$ cat src/spd_pkg.sv
// Constants and types for the serial transceiver powerdown control
`default_nettype none

package spd_pkg;

    // Clock
    localparam int unsigned CLK_PERIOD_NS = 10;

    // Inactivity timer: 30 s without an edge
    localparam longint unsigned IDLE_TIME_S = 30;
    localparam longint unsigned IDLE_CYC_L =
        IDLE_TIME_S * 64'd1_000_000_000 / CLK_PERIOD_NS;
    localparam int IDLE_W = 32;
    localparam logic [IDLE_W-1:0] IDLE_CYC_DEF = IDLE_W'(IDLE_CYC_L);

    // Invalid level must persist longer than 30 us
    localparam int unsigned INVALID_TIME_NS = 30000;
    localparam int INV_W = 12;
    localparam logic [INV_W-1:0] INVALID_CYC =
        INV_W'((INVALID_TIME_NS + CLK_PERIOD_NS - 1) / CLK_PERIOD_NS);

    // Valid level reported after 1 us
    localparam int unsigned VALID_TIME_NS = 1000;
    localparam int VAL_W = 8;
    localparam logic [VAL_W-1:0] VALID_CYC =
        VAL_W'((VALID_TIME_NS + CLK_PERIOD_NS - 1) / CLK_PERIOD_NS);

    // Transmission resumes at most 100 us after leaving powerdown
    localparam int unsigned RESUME_TIME_NS = 100000;
    localparam int RES_W = 16;
    localparam logic [RES_W-1:0] RESUME_CYC_DEF =
        RES_W'(RESUME_TIME_NS / CLK_PERIOD_NS);

    // Channel counts and pin vector layout
    localparam int N_TX = 3;
    localparam int N_RX = 5;
    localparam int MON_RX_IDX = 0;
    localparam int PIN_W = 2 + N_TX + 2 * N_RX + 1;
    localparam int HOLD_IDX = 0;
    localparam int SD_IDX = 1;
    localparam int TX_LO = 2;
    localparam int RX_LO = TX_LO + N_TX;
    localparam int LVL_LO = RX_LO + N_RX;
    localparam int NEG_IDX = LVL_LO + N_RX;
    localparam logic [PIN_W-1:0] PIN_RESET = '0;

    // Register map
    localparam int ADDR_W = 8;
    localparam logic [ADDR_W-1:0] REG_CTRL = 8'h00;
    localparam logic [ADDR_W-1:0] REG_STATUS = 8'h04;
    localparam logic [ADDR_W-1:0] REG_IDLE = 8'h08;
    localparam int CTRL_FIVE_RX_BIT = 0;
    localparam logic CTRL_FIVE_RX_RESET = 1'b1;
    localparam int STAT_ON_BIT = 0;
    localparam int STAT_AUTO_BIT = 1;
    localparam int STAT_MAN_BIT = 2;
    localparam int STAT_EXP_BIT = 3;
    localparam int STAT_LVL_BIT = 4;
    localparam int STAT_RDY_BIT = 5;
    localparam int STAT_TXEN_BIT = 6;
    localparam logic [1:0] RESP_OKAY = 2'h0;
    localparam logic [1:0] RESP_SLVERR = 2'h2;

    typedef enum logic [2:0] {
        SPD_ON = 3'h1,
        SPD_AUTO_OFF = 3'h2,
        SPD_MAN_OFF = 3'h4
    } spd_state_t;

endpackage

`default_nettype wire

$ cat src/spd_level_detect.sv
// Valid line level detector with persistence timers
`default_nettype none
`timescale 1ns/1ps

module spd_level_detect
    import spd_pkg::*;
(
    input wire logic ref_clk,
    input wire logic rst,
    input wire logic clk_en,
    input wire logic any_valid,
    output var logic level_ok
);

    logic [INV_W-1:0] inv_cnt;
    logic [VAL_W-1:0] val_cnt;
    logic inv_done;
    logic val_done;

    assign inv_done = (inv_cnt == INVALID_CYC);
    assign val_done = (val_cnt == VALID_CYC - VAL_W'(1));

    // Runs in every power state; never touches power control
    always_ff @(posedge ref_clk or posedge rst) begin
        if (rst) begin
            inv_cnt <= '0;
            val_cnt <= '0;
            level_ok <= 1'b0;
        end else if (clk_en) begin
            if (any_valid) begin
                inv_cnt <= '0;
                if (val_done) begin
                    level_ok <= 1'b1;
                end else begin
                    val_cnt <= val_cnt + VAL_W'(1);
                end
            end else begin
                val_cnt <= '0;
                if (inv_done) begin
                    level_ok <= 1'b0;
                end else begin
                    inv_cnt <= inv_cnt + INV_W'(1);
                end
            end
        end
    end

endmodule // spd_level_detect

`default_nettype wire

$ cat src/spd_powerdown_ctrl.sv
// Powerdown control for a multi-channel serial line transceiver
`default_nettype none
`timescale 1ns/1ps

module spd_powerdown_ctrl
    import spd_pkg::*;
#(
    parameter logic [IDLE_W-1:0] IDLE_CYC = IDLE_CYC_DEF,
    parameter logic [RES_W-1:0] RESUME_CYC = RESUME_CYC_DEF
)(
    input wire logic ref_clk,
    input wire logic rst,
    input wire logic clk_en,
    // Control pins from the host power logic
    input wire logic hold_awake_in,
    input wire logic shutdown_req_n,
    // Line side logic levels
    input wire logic [N_TX-1:0] tx_data_in,
    input wire logic [N_RX-1:0] rx_data_in,
    input wire logic [N_RX-1:0] rx_level_valid,
    input wire logic neg_supply_ok,
    // Power and driver controls
    output var logic charge_pump_en,
    output var logic [N_TX-1:0] tx_out,
    output var logic [N_TX-1:0] tx_oe_n,
    output var logic [N_RX-1:0] rx_data_out,
    output var logic [N_RX-1:0] rx_oe_n,
    output var logic wake_monitor_out,
    output logic level_ok_out,
    output var logic ready_out,
    // AXI4-Lite slave
    input wire logic s_axi_awvalid,
    output logic s_axi_awready,
    input wire logic [ADDR_W-1:0] s_axi_awaddr,
    input wire logic [2:0] s_axi_awprot,
    input wire logic s_axi_wvalid,
    output logic s_axi_wready,
    input wire logic [31:0] s_axi_wdata,
    input wire logic [3:0] s_axi_wstrb,
    output var logic s_axi_bvalid,
    input wire logic s_axi_bready,
    output var logic [1:0] s_axi_bresp,
    input wire logic s_axi_arvalid,
    output logic s_axi_arready,
    input wire logic [ADDR_W-1:0] s_axi_araddr,
    input wire logic [2:0] s_axi_arprot,
    output var logic s_axi_rvalid,
    input wire logic s_axi_rready,
    output var logic [31:0] s_axi_rdata,
    output var logic [1:0] s_axi_rresp
);

    function automatic logic reg_mapped(input logic [ADDR_W-1:0] a);
        reg_mapped = (a == REG_CTRL) || (a == REG_STATUS) ||
            (a == REG_IDLE);
    endfunction

    // ---------------- Pin synchronisers ----------------
    logic [PIN_W-1:0] pin_raw;
    logic [PIN_W-1:0] pin_s1;
    logic [PIN_W-1:0] pin_s2;
    logic [PIN_W-1:0] pin_s3;
    logic [PIN_W-1:0] pin_clean;
    logic [PIN_W-1:0] pin_prev;
    logic [PIN_W-1:0] next_clean;

    assign pin_raw = {neg_supply_ok, rx_level_valid, rx_data_in,
        tx_data_in, shutdown_req_n, hold_awake_in};
    // A change counts once second and third stages agree
    assign next_clean = (pin_s2 & pin_s3) | (pin_clean & (pin_s2 ^ pin_s3));

    always_ff @(posedge ref_clk or posedge rst) begin
        if (rst) begin
            pin_s1 <= PIN_RESET;
            pin_s2 <= PIN_RESET;
            pin_s3 <= PIN_RESET;
            pin_clean <= PIN_RESET;
            pin_prev <= PIN_RESET;
        end else if (clk_en) begin
            pin_s1 <= pin_raw;
            pin_s2 <= pin_s1;
            pin_s3 <= pin_s2;
            pin_clean <= next_clean;
            pin_prev <= pin_clean;
        end
    end

    logic hold;
    logic sd_n;
    logic hold_rise;
    logic supply_ok;
    logic [N_TX-1:0] tx_clean;
    logic [N_RX-1:0] rx_clean;
    logic [N_RX-1:0] lvl_clean;
    logic [N_TX+N_RX-1:0] edge_vec;
    logic any_edge;
    logic any_valid;

    assign hold = pin_clean[HOLD_IDX];
    assign sd_n = pin_clean[SD_IDX];
    assign hold_rise = hold & ~pin_prev[HOLD_IDX];
    assign supply_ok = pin_clean[NEG_IDX];
    assign tx_clean = pin_clean[TX_LO +: N_TX];
    assign rx_clean = pin_clean[RX_LO +: N_RX];
    assign lvl_clean = pin_clean[LVL_LO +: N_RX];
    assign edge_vec = pin_clean[TX_LO +: N_TX+N_RX] ^
        pin_prev[TX_LO +: N_TX+N_RX];
    assign any_edge = |edge_vec;
    assign any_valid = |lvl_clean;

    // ---------------- Inactivity timer ----------------
    logic [IDLE_W-1:0] idle_cnt;
    logic [IDLE_W-1:0] next_idle;
    logic expired;
    logic next_expired;
    logic auto_en;
    logic idle_done;

    assign auto_en = ~hold & sd_n;
    assign idle_done = (idle_cnt == IDLE_CYC - IDLE_W'(1));

    // Edges and hold high keep the count at zero
    assign next_idle = (!auto_en || any_edge || expired) ? '0 :
        idle_cnt + IDLE_W'(1);

    // Manual entry sets; wake events clear; count end sets
    assign next_expired = !sd_n ? 1'b1 :
        (any_edge || hold_rise) ? 1'b0 :
        (auto_en && idle_done) ? 1'b1 :
        expired;

    always_ff @(posedge ref_clk or posedge rst) begin
        if (rst) begin
            idle_cnt <= '0;
            expired <= 1'b1;
        end else if (clk_en) begin
            idle_cnt <= next_idle;
            expired <= next_expired;
        end
    end

    // ---------------- Power state ----------------
    spd_state_t state;
    spd_state_t next_state;
    logic next_on;

    always_comb begin
        next_state = state;
        if (!sd_n) begin
            next_state = SPD_MAN_OFF;
        end else if (hold || !expired) begin
            next_state = SPD_ON;
        end else begin
            next_state = SPD_AUTO_OFF;
        end
    end

    assign next_on = (next_state == SPD_ON);

    always_ff @(posedge ref_clk or posedge rst) begin
        if (rst) begin
            state <= SPD_MAN_OFF;
        end else if (clk_en) begin
            state <= next_state;
        end
    end

    // ---------------- Wake timing ----------------
    logic [RES_W-1:0] wake_cnt;
    logic resume_done;
    logic next_tx_en;

    assign resume_done = (wake_cnt == RESUME_CYC);
    // Drivers start on supply ok, or at the latest when time runs out
    assign next_tx_en = next_on && (supply_ok || resume_done);

    always_ff @(posedge ref_clk or posedge rst) begin
        if (rst) begin
            wake_cnt <= '0;
        end else if (clk_en) begin
            if (state != SPD_ON) begin
                wake_cnt <= '0;
            end else if (!resume_done) begin
                wake_cnt <= wake_cnt + RES_W'(1);
            end
        end
    end

    // ---------------- Registers ----------------
    logic five_rx;
    logic tx_en;

    // ---------------- Output stage ----------------
    always_ff @(posedge ref_clk or posedge rst) begin
        if (rst) begin
            charge_pump_en <= 1'b0;
            tx_out <= '0;
            tx_oe_n <= '1;
            rx_data_out <= '0;
            rx_oe_n <= '1;
            wake_monitor_out <= 1'b0;
            ready_out <= 1'b0;
            tx_en <= 1'b0;
        end else if (clk_en) begin
            charge_pump_en <= next_on;
            tx_en <= next_tx_en;
            tx_out <= ~tx_clean;
            tx_oe_n <= {N_TX{~next_tx_en}};
            rx_data_out <= ~rx_clean;
            rx_oe_n <= {N_RX{five_rx && (next_state == SPD_MAN_OFF)}};
            wake_monitor_out <= rx_clean[MON_RX_IDX];
            ready_out <= next_on && supply_ok;
        end
    end

    // Flag lines disable, cable schemes rely on this
    spd_level_detect u_level (
        .ref_clk(ref_clk),
        .rst(rst),
        .clk_en(clk_en),
        .any_valid(any_valid),
        .level_ok(level_ok_out)
    );

    // ---------------- AXI4-Lite slave ----------------
    logic aw_have;
    logic w_have;
    logic [ADDR_W-1:0] aw_addr;
    logic [31:0] w_data;
    logic [3:0] w_strb;
    logic aw_take;
    logic w_take;
    logic do_write;
    logic wr_ctrl;
    logic ar_take;
    logic [31:0] status_word;
    logic [31:0] rd_word;

    assign s_axi_awready = ~aw_have & ~s_axi_bvalid;
    assign s_axi_wready = ~w_have & ~s_axi_bvalid;
    assign s_axi_arready = ~s_axi_rvalid;
    assign aw_take = s_axi_awvalid & s_axi_awready;
    assign w_take = s_axi_wvalid & s_axi_wready;
    assign do_write = aw_have & w_have & ~s_axi_bvalid;
    assign wr_ctrl = do_write && (aw_addr == REG_CTRL) &&
        w_strb[0];
    assign ar_take = s_axi_arvalid & s_axi_arready;

    always_comb begin
        status_word = '0;
        status_word[STAT_ON_BIT] = (state == SPD_ON);
        status_word[STAT_AUTO_BIT] = (state == SPD_AUTO_OFF);
        status_word[STAT_MAN_BIT] = (state == SPD_MAN_OFF);
        status_word[STAT_EXP_BIT] = expired;
        status_word[STAT_LVL_BIT] = level_ok_out;
        status_word[STAT_RDY_BIT] = ready_out;
        status_word[STAT_TXEN_BIT] = tx_en;
    end

    assign rd_word = (s_axi_araddr == REG_CTRL) ? {31'h0, five_rx} :
        (s_axi_araddr == REG_STATUS) ? status_word :
        (s_axi_araddr == REG_IDLE) ? idle_cnt : 32'h0;

    always_ff @(posedge ref_clk or posedge rst) begin
        if (rst) begin
            aw_have <= 1'b0;
            w_have <= 1'b0;
            aw_addr <= '0;
            w_data <= '0;
            w_strb <= '0;
            s_axi_bvalid <= 1'b0;
            s_axi_bresp <= RESP_OKAY;
        end else if (clk_en) begin
            if (aw_take) begin
                aw_have <= 1'b1;
                aw_addr <= s_axi_awaddr;
            end
            if (w_take) begin
                w_have <= 1'b1;
                w_data <= s_axi_wdata;
                w_strb <= s_axi_wstrb;
            end
            if (do_write) begin
                aw_have <= 1'b0;
                w_have <= 1'b0;
                s_axi_bvalid <= 1'b1;
                s_axi_bresp <= reg_mapped(aw_addr) ? RESP_OKAY :
                    RESP_SLVERR;
            end else if (s_axi_bvalid && s_axi_bready) begin
                s_axi_bvalid <= 1'b0;
            end
        end
    end

    // Receiver disable in manual powerdown applies only when set
    always_ff @(posedge ref_clk or posedge rst) begin
        if (rst) begin
            five_rx <= CTRL_FIVE_RX_RESET;
        end else if (clk_en && wr_ctrl) begin
            five_rx <= w_data[CTRL_FIVE_RX_BIT];
        end
    end

    always_ff @(posedge ref_clk or posedge rst) begin
        if (rst) begin
            s_axi_rvalid <= 1'b0;
            s_axi_rdata <= '0;
            s_axi_rresp <= RESP_OKAY;
        end else if (clk_en) begin
            if (ar_take) begin
                s_axi_rvalid <= 1'b1;
                s_axi_rdata <= rd_word;
                s_axi_rresp <= reg_mapped(s_axi_araddr) ? RESP_OKAY :
                    RESP_SLVERR;
            end else if (s_axi_rvalid && s_axi_rready) begin
                s_axi_rvalid <= 1'b0;
            end
        end
    end

endmodule // spd_powerdown_ctrl

`default_nettype wire

$ cat config.mk
export PLATFORM = sky130hd
export DESIGN_NAME = spd_powerdown_ctrl
export DESIGN_NICKNAME = d
export VERILOG_FILES = /design/src/spd_pkg.sv /design/src/spd_level_detect.sv /design/src/spd_powerdown_ctrl.sv
export SDC_FILE = /design/constraint.sdc
export NUM_CORES = 1
export LEC_CHECK = 0
export ABC_AREA = 0
export BUFFER_PORTS_ARGS = -buffer_cell sky130_fd_sc_hd__buf_2
export CORE_MARGIN = 3
export CORE_UTILIZATION = 45
export CTS_BUF_LIST = sky130_fd_sc_hd__clkbuf_8
export CTS_CLUSTER_DIAMETER = 40
export CTS_CLUSTER_SIZE = 30
export DETAILED_ROUTE_END_ITERATION = 16
export PLACE_DENSITY_LB_ADDON = 0.2
export SLEW_MARGIN = 20
export SYNTH_ARGS = -nofsm -noshare
export SYNTH_HDL_FRONTEND = slang
export SYNTH_SLANG_ARGS = --single-unit
$ cat constraint.sdc
create_clock -name ref_clk -period 18.4 [get_ports ref_clk]
set_clock_uncertainty 0.15 [all_clocks]
set_input_delay 0.92 -clock ref_clk [delete_from_list [all_inputs] [get_ports ref_clk]]
set_output_delay 0.92 -clock ref_clk [all_outputs]
set_load 0.02 [all_outputs]
---- Word-level counts from Yosys, hierarchy flattened ----
Index checks and enable logic that the tools add are counted.
operators by class
  add/subtract/negate cells ............... 4
  equality and inequality tests ........... 19
  mux-type cells .......................... 28
  bitwise gates (word level) .............. 23
  reductions and logical operators ........ 42
operators with widths
  operator                                               number
  2-to-1 mux 32 bit                                      4
  adder 32 x 1 -> 32 bit, second input constant          1
  AND 16 bit                                             2
  equality test 32 bit, second input constant            1
  2-to-1 mux 16 bit                                      2
  2-to-1 mux 12 bit                                      2
  AND reduction 2 bit                                    12
  adder 16 x 1 -> 16 bit, second input constant          1
  equality test 16 x 14 -> 1 bit, second input constant  1
  equality test 8 x 3 -> 1 bit, second input constant    2
  equality test 8 x 4 -> 1 bit, second input constant    2
  logical NOT 8 bit                                      2
  2-to-1 mux 8 bit                                       2
  bitwise OR 16 bit                                      1
  XOR 16 bit                                             1
  2-to-1 mux 1 bit                                       14
  adder 12 x 1 -> 12 bit, second input constant          1
  equality test 12 bit, second input constant            1
  nonzero test 2 bit                                     5
  AND 1 bit                                              9
  logical AND 1 bit                                      9
  logical OR 1 bit                                       9
  adder 8 x 1 -> 8 bit, second input constant            1
  equality test 8 x 7 -> 1 bit, second input constant    1
  16 further kinds                                       30
storage, ports and cells
  flip-flop bits (word level) ............. 212
  output and inout bits ................... 61
  logic and storage cells ................. 147

---- Longest topological paths before layout ----
  depth after elaboration ................. 7
  gate-level depth with buffers ........... 7

---- Cells and area by module ----
Synthesis repeated with hierarchy kept, for this count alone.
second synthesis, totals
  cell total of the unflattened synthesis .. 877
  area total of the unflattened synthesis .. 9,567.9 µm²
by module, submodules not included
  module              instances  cells each  area an instance (µm²)  sequential area each (µm²)
  spd_powerdown_ctrl  1          740         8,330.5                 4,660.7
  spd_level_detect    1          137         1,237.4                 525.5

---- Worst setup path after synthesis ----
No wires, ideal clock.
  path type ............................... input to register
  start ................................... input clk_en
  end ..................................... register u_level.val_cnt[5]
  setup time .............................. 0.137 ns
  arrival ................................. 2.223 ns
  required time ........................... 18.113 ns
  setup slack ............................. 15.890 ns
  stages .................................. 6
  buffers on the path ..................... 5
  path through ............................ buf_2 -> buf_2 -> clkbuf_1 -> clkbuf_1 -> clkbuf_1 -> a21oi_1
between the ends
  longest elaborated chain between the ends .. 1
RTL lines
  what                           RTL line                  RTL
  start, declared                spd_powerdown_ctrl.sv:13  input wire logic clk_en,
  AND reduction 2 bit (no line)  -
  end signal, assigned           spd_level_detect.sv:35    val_cnt <= val_cnt + VAL_W'(1);
  end, declared                  spd_level_detect.sv:16    logic [VAL_W-1:0] val_cnt;
Every way passes these cells.
A chain may end at the register's enable or synchronous reset.

---- Final worst setup path ----
  start ................................... input clk_en
  end ..................................... register wake_cnt[12]
between the ends
  longest elaborated chain between the ends .. 1
RTL lines
  what                           RTL line                   RTL
  AND reduction 2 bit (no line)  -
  end signal, assigned           spd_powerdown_ctrl.sv:184  wake_cnt <= wake_cnt + RES_W'(1);
  end, declared                  spd_powerdown_ctrl.sv:169  logic [RES_W-1:0] wake_cnt;
Every way passes these cells.

==> qor.txt <==
DRT
----------------------------------------------------------------------------------------------------
Detailed Routing Iterations Pass 1 ....................................................            5
Post-detailed-routing wire length .....................................................    19,500 um
Initial DRC Count .....................................................................          296
Routed len/inst .......................................................................      15.6 um
Number of nets with antenna violations after detailed routing .........................            0
Vias ..................................................................................        6,861
Number of DRC violations after detailed routing .......................................            0
Post-DR vias/cell .....................................................................         5.52

DIE
----------------------------------------------------------------------------------------------------
Die Wd ................................................................................       152 um
Die area .............................................................................. 23,000 sq um
Die Span Y ............................................................................       152 um
Starting Density ......................................................................        46.5%
I/O pin count .........................................................................          143
Core area ............................................................................. 20,600 sq um
Number of placement rows ..............................................................           52

FINAL LAYOUT
----------------------------------------------------------------------------------------------------
Layout-stage area growth over the synthesis result ....................................        15.7%
Fillcell total ........................................................................        1,830
Non-filler instance count after layout ................................................        1,244
Net count, final ......................................................................        1,051
Final Cell Area ....................................................................... 11,100 sq um
Sequential standard cell area .........................................................   5190 sq um
Antenna cells .........................................................................            0
Combined area of the multi-input logic cells ..........................................   4060 sq um
Ratio of cells with drive above 1 in the final layout .................................        26.2%

TIMING
----------------------------------------------------------------------------------------------------
Min Tclk post-route ...................................................................      3.38 ns
Number of max-slew violations in the final report .....................................            0
Setup repair after global routing missed its margin ...................................           no
Actual transition at the worst max-transition pin .....................................     0.990 ns
Final number of setup-violating endpoints .............................................            0
Fmax achieved .........................................................................      296 MHz
Worst-case headroom to the max-slew limit .............................................        34.0%
Sum of negative setup slack ...........................................................         0 ns
Ratio of final minimum period to clock period .........................................        18.4%
Final hold violation count ............................................................            0

SYNTH
----------------------------------------------------------------------------------------------------
Top FF cell, synth ....................................................................      dfrtp_1
Count of state elements after synthesis ...............................................          207
Count of warnings emitted by yosys ....................................................            0
Cell Area, Synth ......................................................................   9560 sq um
Number of enable flip-flop cells after synthesis ......................................            0
Portion of synthesized cell area occupied by the leading cell type ....................        52.9%
Post-synthesis sequential area ratio ..................................................        54.3%
Share of synthesized flip-flops with an asynchronous set or reset .....................         100%
Syn_area_per_cell .....................................................................   11.2 sq um
Dominant cell type by area after synthesis ............................................      dfrtp_1
Leading post-synthesis cells by cell area ............................................. dfrtp_1 53%, mux2_2 8.4%, nand2_1 3.7%, a22o_1 2.9%, ha_1 2.9%
Number of instances in the synthesized netlist ........................................          854
Number of distinct library cells after synthesis ......................................           64

PWR
----------------------------------------------------------------------------------------------------
Internal Pwr Total ....................................................................   0.000909 W
Switch share ..........................................................................        29.1%
VDD IR max ............................................................................    0.0623 mV
Power density over the cells ..........................................................  116 nW/um^2
Power spent charging and discharging nets .............................................   0.000374 W
Relative contribution of combinational cells to total power ...........................        15.7%
Clock network power share .............................................................        38.6%
Standby leakage power .................................................................      4.96 nW
Fraction of power consumed by sequential logic ........................................        45.7%

WORST SETUP PATH
----------------------------------------------------------------------------------------------------
Worst flop-to-flop path startpoint .................................................... pin_clean[11]
Termination of the worst setup path ................................................... wake_cnt[12]
Reg2reg setup slack ...................................................................     15.74 ns
Element type at the critical path end .................................................         flop
Slowest cell delay on critical path ...................................................      0.74 ns
Data arrival, critical path ...........................................................      3.62 ns
Worst reg2reg path endpoint ........................................................... u_level.val_cnt[2]
Number of cells traversed by the worst register-to-register path ......................            4
Buffers and inverters on the worst path ...............................................            3
Worst path slowest cell ...............................................................       nor2_1
Cell depth of the worst setup path ....................................................            6
Top delay family on crit path ......................................................... buffers and inverters
Critical Path Start Type .............................................................. primary input
Cell-by-cell trace of the critical path ............................................... buf_4 -> buf_4 -> inv_2 -> nor2_1 -> or3_1 -> nand2_1
Cell mode on critical path ............................................................        buf_4
Critical Path RT ......................................................................     18.64 ns
Crit path kind ........................................................................    in -> reg
Timing startpoint of the critical path ................................................       clk_en
Largest driver fanout on the critical path ............................................           68

PLACEMENT
----------------------------------------------------------------------------------------------------
IO Port Bufs ..........................................................................          100
Final weighted congestion in routability-driven placement .............................        0.803
Post-detail-place hpwl ................................................................    12,600 um
Count of placed standard cells including taps .........................................        1,180
Placed instance area .................................................................. 10,200 sq um

CTS
----------------------------------------------------------------------------------------------------
Number of setup buffers added after CTS ...............................................            0
Count of clock tree sinks .............................................................          207
Number of instances resized during post-cts repair ....................................            0
Clock-pin slew reported for the worst setup and hold paths after clock tree synthesis .      0.06 ns
TritonCTS clock tree ..................................................................        built
CTS Hold Buffers Added ................................................................            0
Clock latency on the worst-skew pair ..................................................      0.53 ns
Buffers from clock root to sink, at most ..............................................            3
CTS Buf Count .........................................................................           35
CTS root buffer .......................................................................     clkbuf_8
CTS H-tree lvls .......................................................................            2

GLOBAL ROUTE
----------------------------------------------------------------------------------------------------
Maximum number of pins on one net before global-route repair ..........................          142
Final global-route overflow total .....................................................            0
Initial antenna violation count .......................................................            0
All-Layer GR Usage ....................................................................        17.1%
Wire length of the first global-routing pass ..........................................    32,500 um
Number of global-route vias before repair .............................................        6,557

RUN STATUS
----------------------------------------------------------------------------------------------------
Status ................................................................................ finished, final reports clean

HOLD PATH
----------------------------------------------------------------------------------------------------
Hold Path Class .......................................................................   reg -> reg

FLOW RUN
----------------------------------------------------------------------------------------------------
Number of max-capacitance violations reported .........................................            0

sequential cells by signal, summed over array words and instances, names as in the netlist, 9 cells and up:
register and count:
wake_cnt 16, pin_s3 16, idle_cnt 32, pin_s2 16
pin_s1 16, pin_clean 16, s_axi_rdata 32, pin_prev 9
u_level.inv_cnt 12
per-layer routing:
layer / track usage, % / share of wire (%) / vias to the layer above
li1: - / - / 3320
met1: 24.3 / 48 / 3383
met2: 26.5 / 45 / 130
met3: 3.66 / 5.1 / 28
met4: 5.21 / 1.7 / 0
met5: 0 / 0 / -
worst min path at each step:
stage | from | end | cells past startpoint
2_1_floorplan | pin_clean[14] | pin_clean[14] | 2
3_3_place_gp | s_axi_rdata[2] | s_axi_rdata[2] | 2
3_5_place_dp | s_axi_bresp[1] | s_axi_bresp[1] | 2
4_1_cts | s_axi_rresp[1] | s_axi_rresp[1] | 2
5_1_grt | s_axi_rdata[0] | s_axi_rdata[0] | 2
6_report | s_axi_rresp[1] | s_axi_rresp[1] | 2
power by group through the flow:
stage | logic [W] | registers [W] | clock network (W)
2_1_floorplan | 0.000142 | 0.000592 | 0
3_3_place_gp | 0.000200 | 0.000593 | 0
3_5_place_dp | 0.000204 | 0.000595 | 0
4_1_cts | 0.000205 | 0.000587 | 0.000510
5_1_grt | 0.000229 | 0.000598 | 0.000532
6_report | 0.000201 | 0.000586 | 0.000496
metrics by stage:
stage / setup WS [ns] / power, W / hold slack (ns) / utilization, %
3_5_place_dp: 14.44 / 0.000799 / 0.315 / 49.6
5_1_grt: 14.77 / 0.00136 / 0.362 / 53.8
4_1_cts: 14.98 / 0.00130 / 0.331 / 53.8
3_3_place_gp: 14.48 / 0.000792 / 0.309 / 49.6
2_1_floorplan: 11.69 / 0.000734 / 0.303 / -
6_report: 15.02 / 0.00128 / 0.329 / 53.8
synthesized netlist by cell type (all sizes together) (3+ instances only):
master   number
a21o          4
a21oi        36
a22o         32
a22oi         4
and2          3
and3         10
and4          5
buf          25
clkbuf       25
dfrtp       202
dfstp         5
ha           22
inv          17
mux2         71
mux2i         3
nand2        94
nand2b        7
nand3        29
nand4        28
nor2         39
nor2b         6
nor3          9
nor3b         3
nor4          8
nor4b         3
nor4bb        3
o21ai        42
o2bb2ai       3
o31ai        24
o41a          3
o41ai         5
or3          11
or4          22
or4b          3
xnor2         8
xor2         20
worst reg2reg max path, stage by stage (launching register included):
cell     delay [ns]
dfrtp_1        0.38
or4_1          0.63
nor2_1         0.67
nor2_1         0.39
a32o_1         0.32
cell type report:
cell class                      instances  share of cell area (%)
Sequential cell                       207                    46.9
Multi-Input combinational cell        581                    36.7
Clock buffer                           40                    4.98
Timing Repair Buffer                  105                    4.89
Tap cell                              270                    3.06
Clock inverter                         24                    2.77
Inverter                               17                   0.645
kinds of logic after synthesis:
family                   count (synthesis)  synth area share (%)
AO/OA/AOI/OAI                          167                  12.1
XOR/XNOR                                28                  2.57
adder cells (fa/ha/maj)                 22                  2.88
buffers and inverters                   67                  3.27
flip-flops                             207                  54.3
multiplexers                            74                  8.68
other                                    1                0.0392
AND/OR/NAND/NOR                        288                  16.2
placed cells by master, fill, tap and decap left out, types with 6 or more instances in the layout:
cell and count:
or3_1 10, xnor2_1 8, nor2_1 39, or4_1 22, inv_6 6, o21ai_1 9, xor2_1 20, nor3_1 9
inv_1 17, a22o_1 32, bufinv_16 6, a21oi_1 36, nand4_1 28, o21ai_0 33, buf_2 99, nor2b_1 6
clkbuf_8 40, ha_1 22, nand3_1 29, buf_4 6, nand2_1 94, and3_1 9, dfrtp_1 202, mux2_2 71
nand2b_1 7, o31ai_1 24
Note: power is estimated with default switching activity, not from simulation.
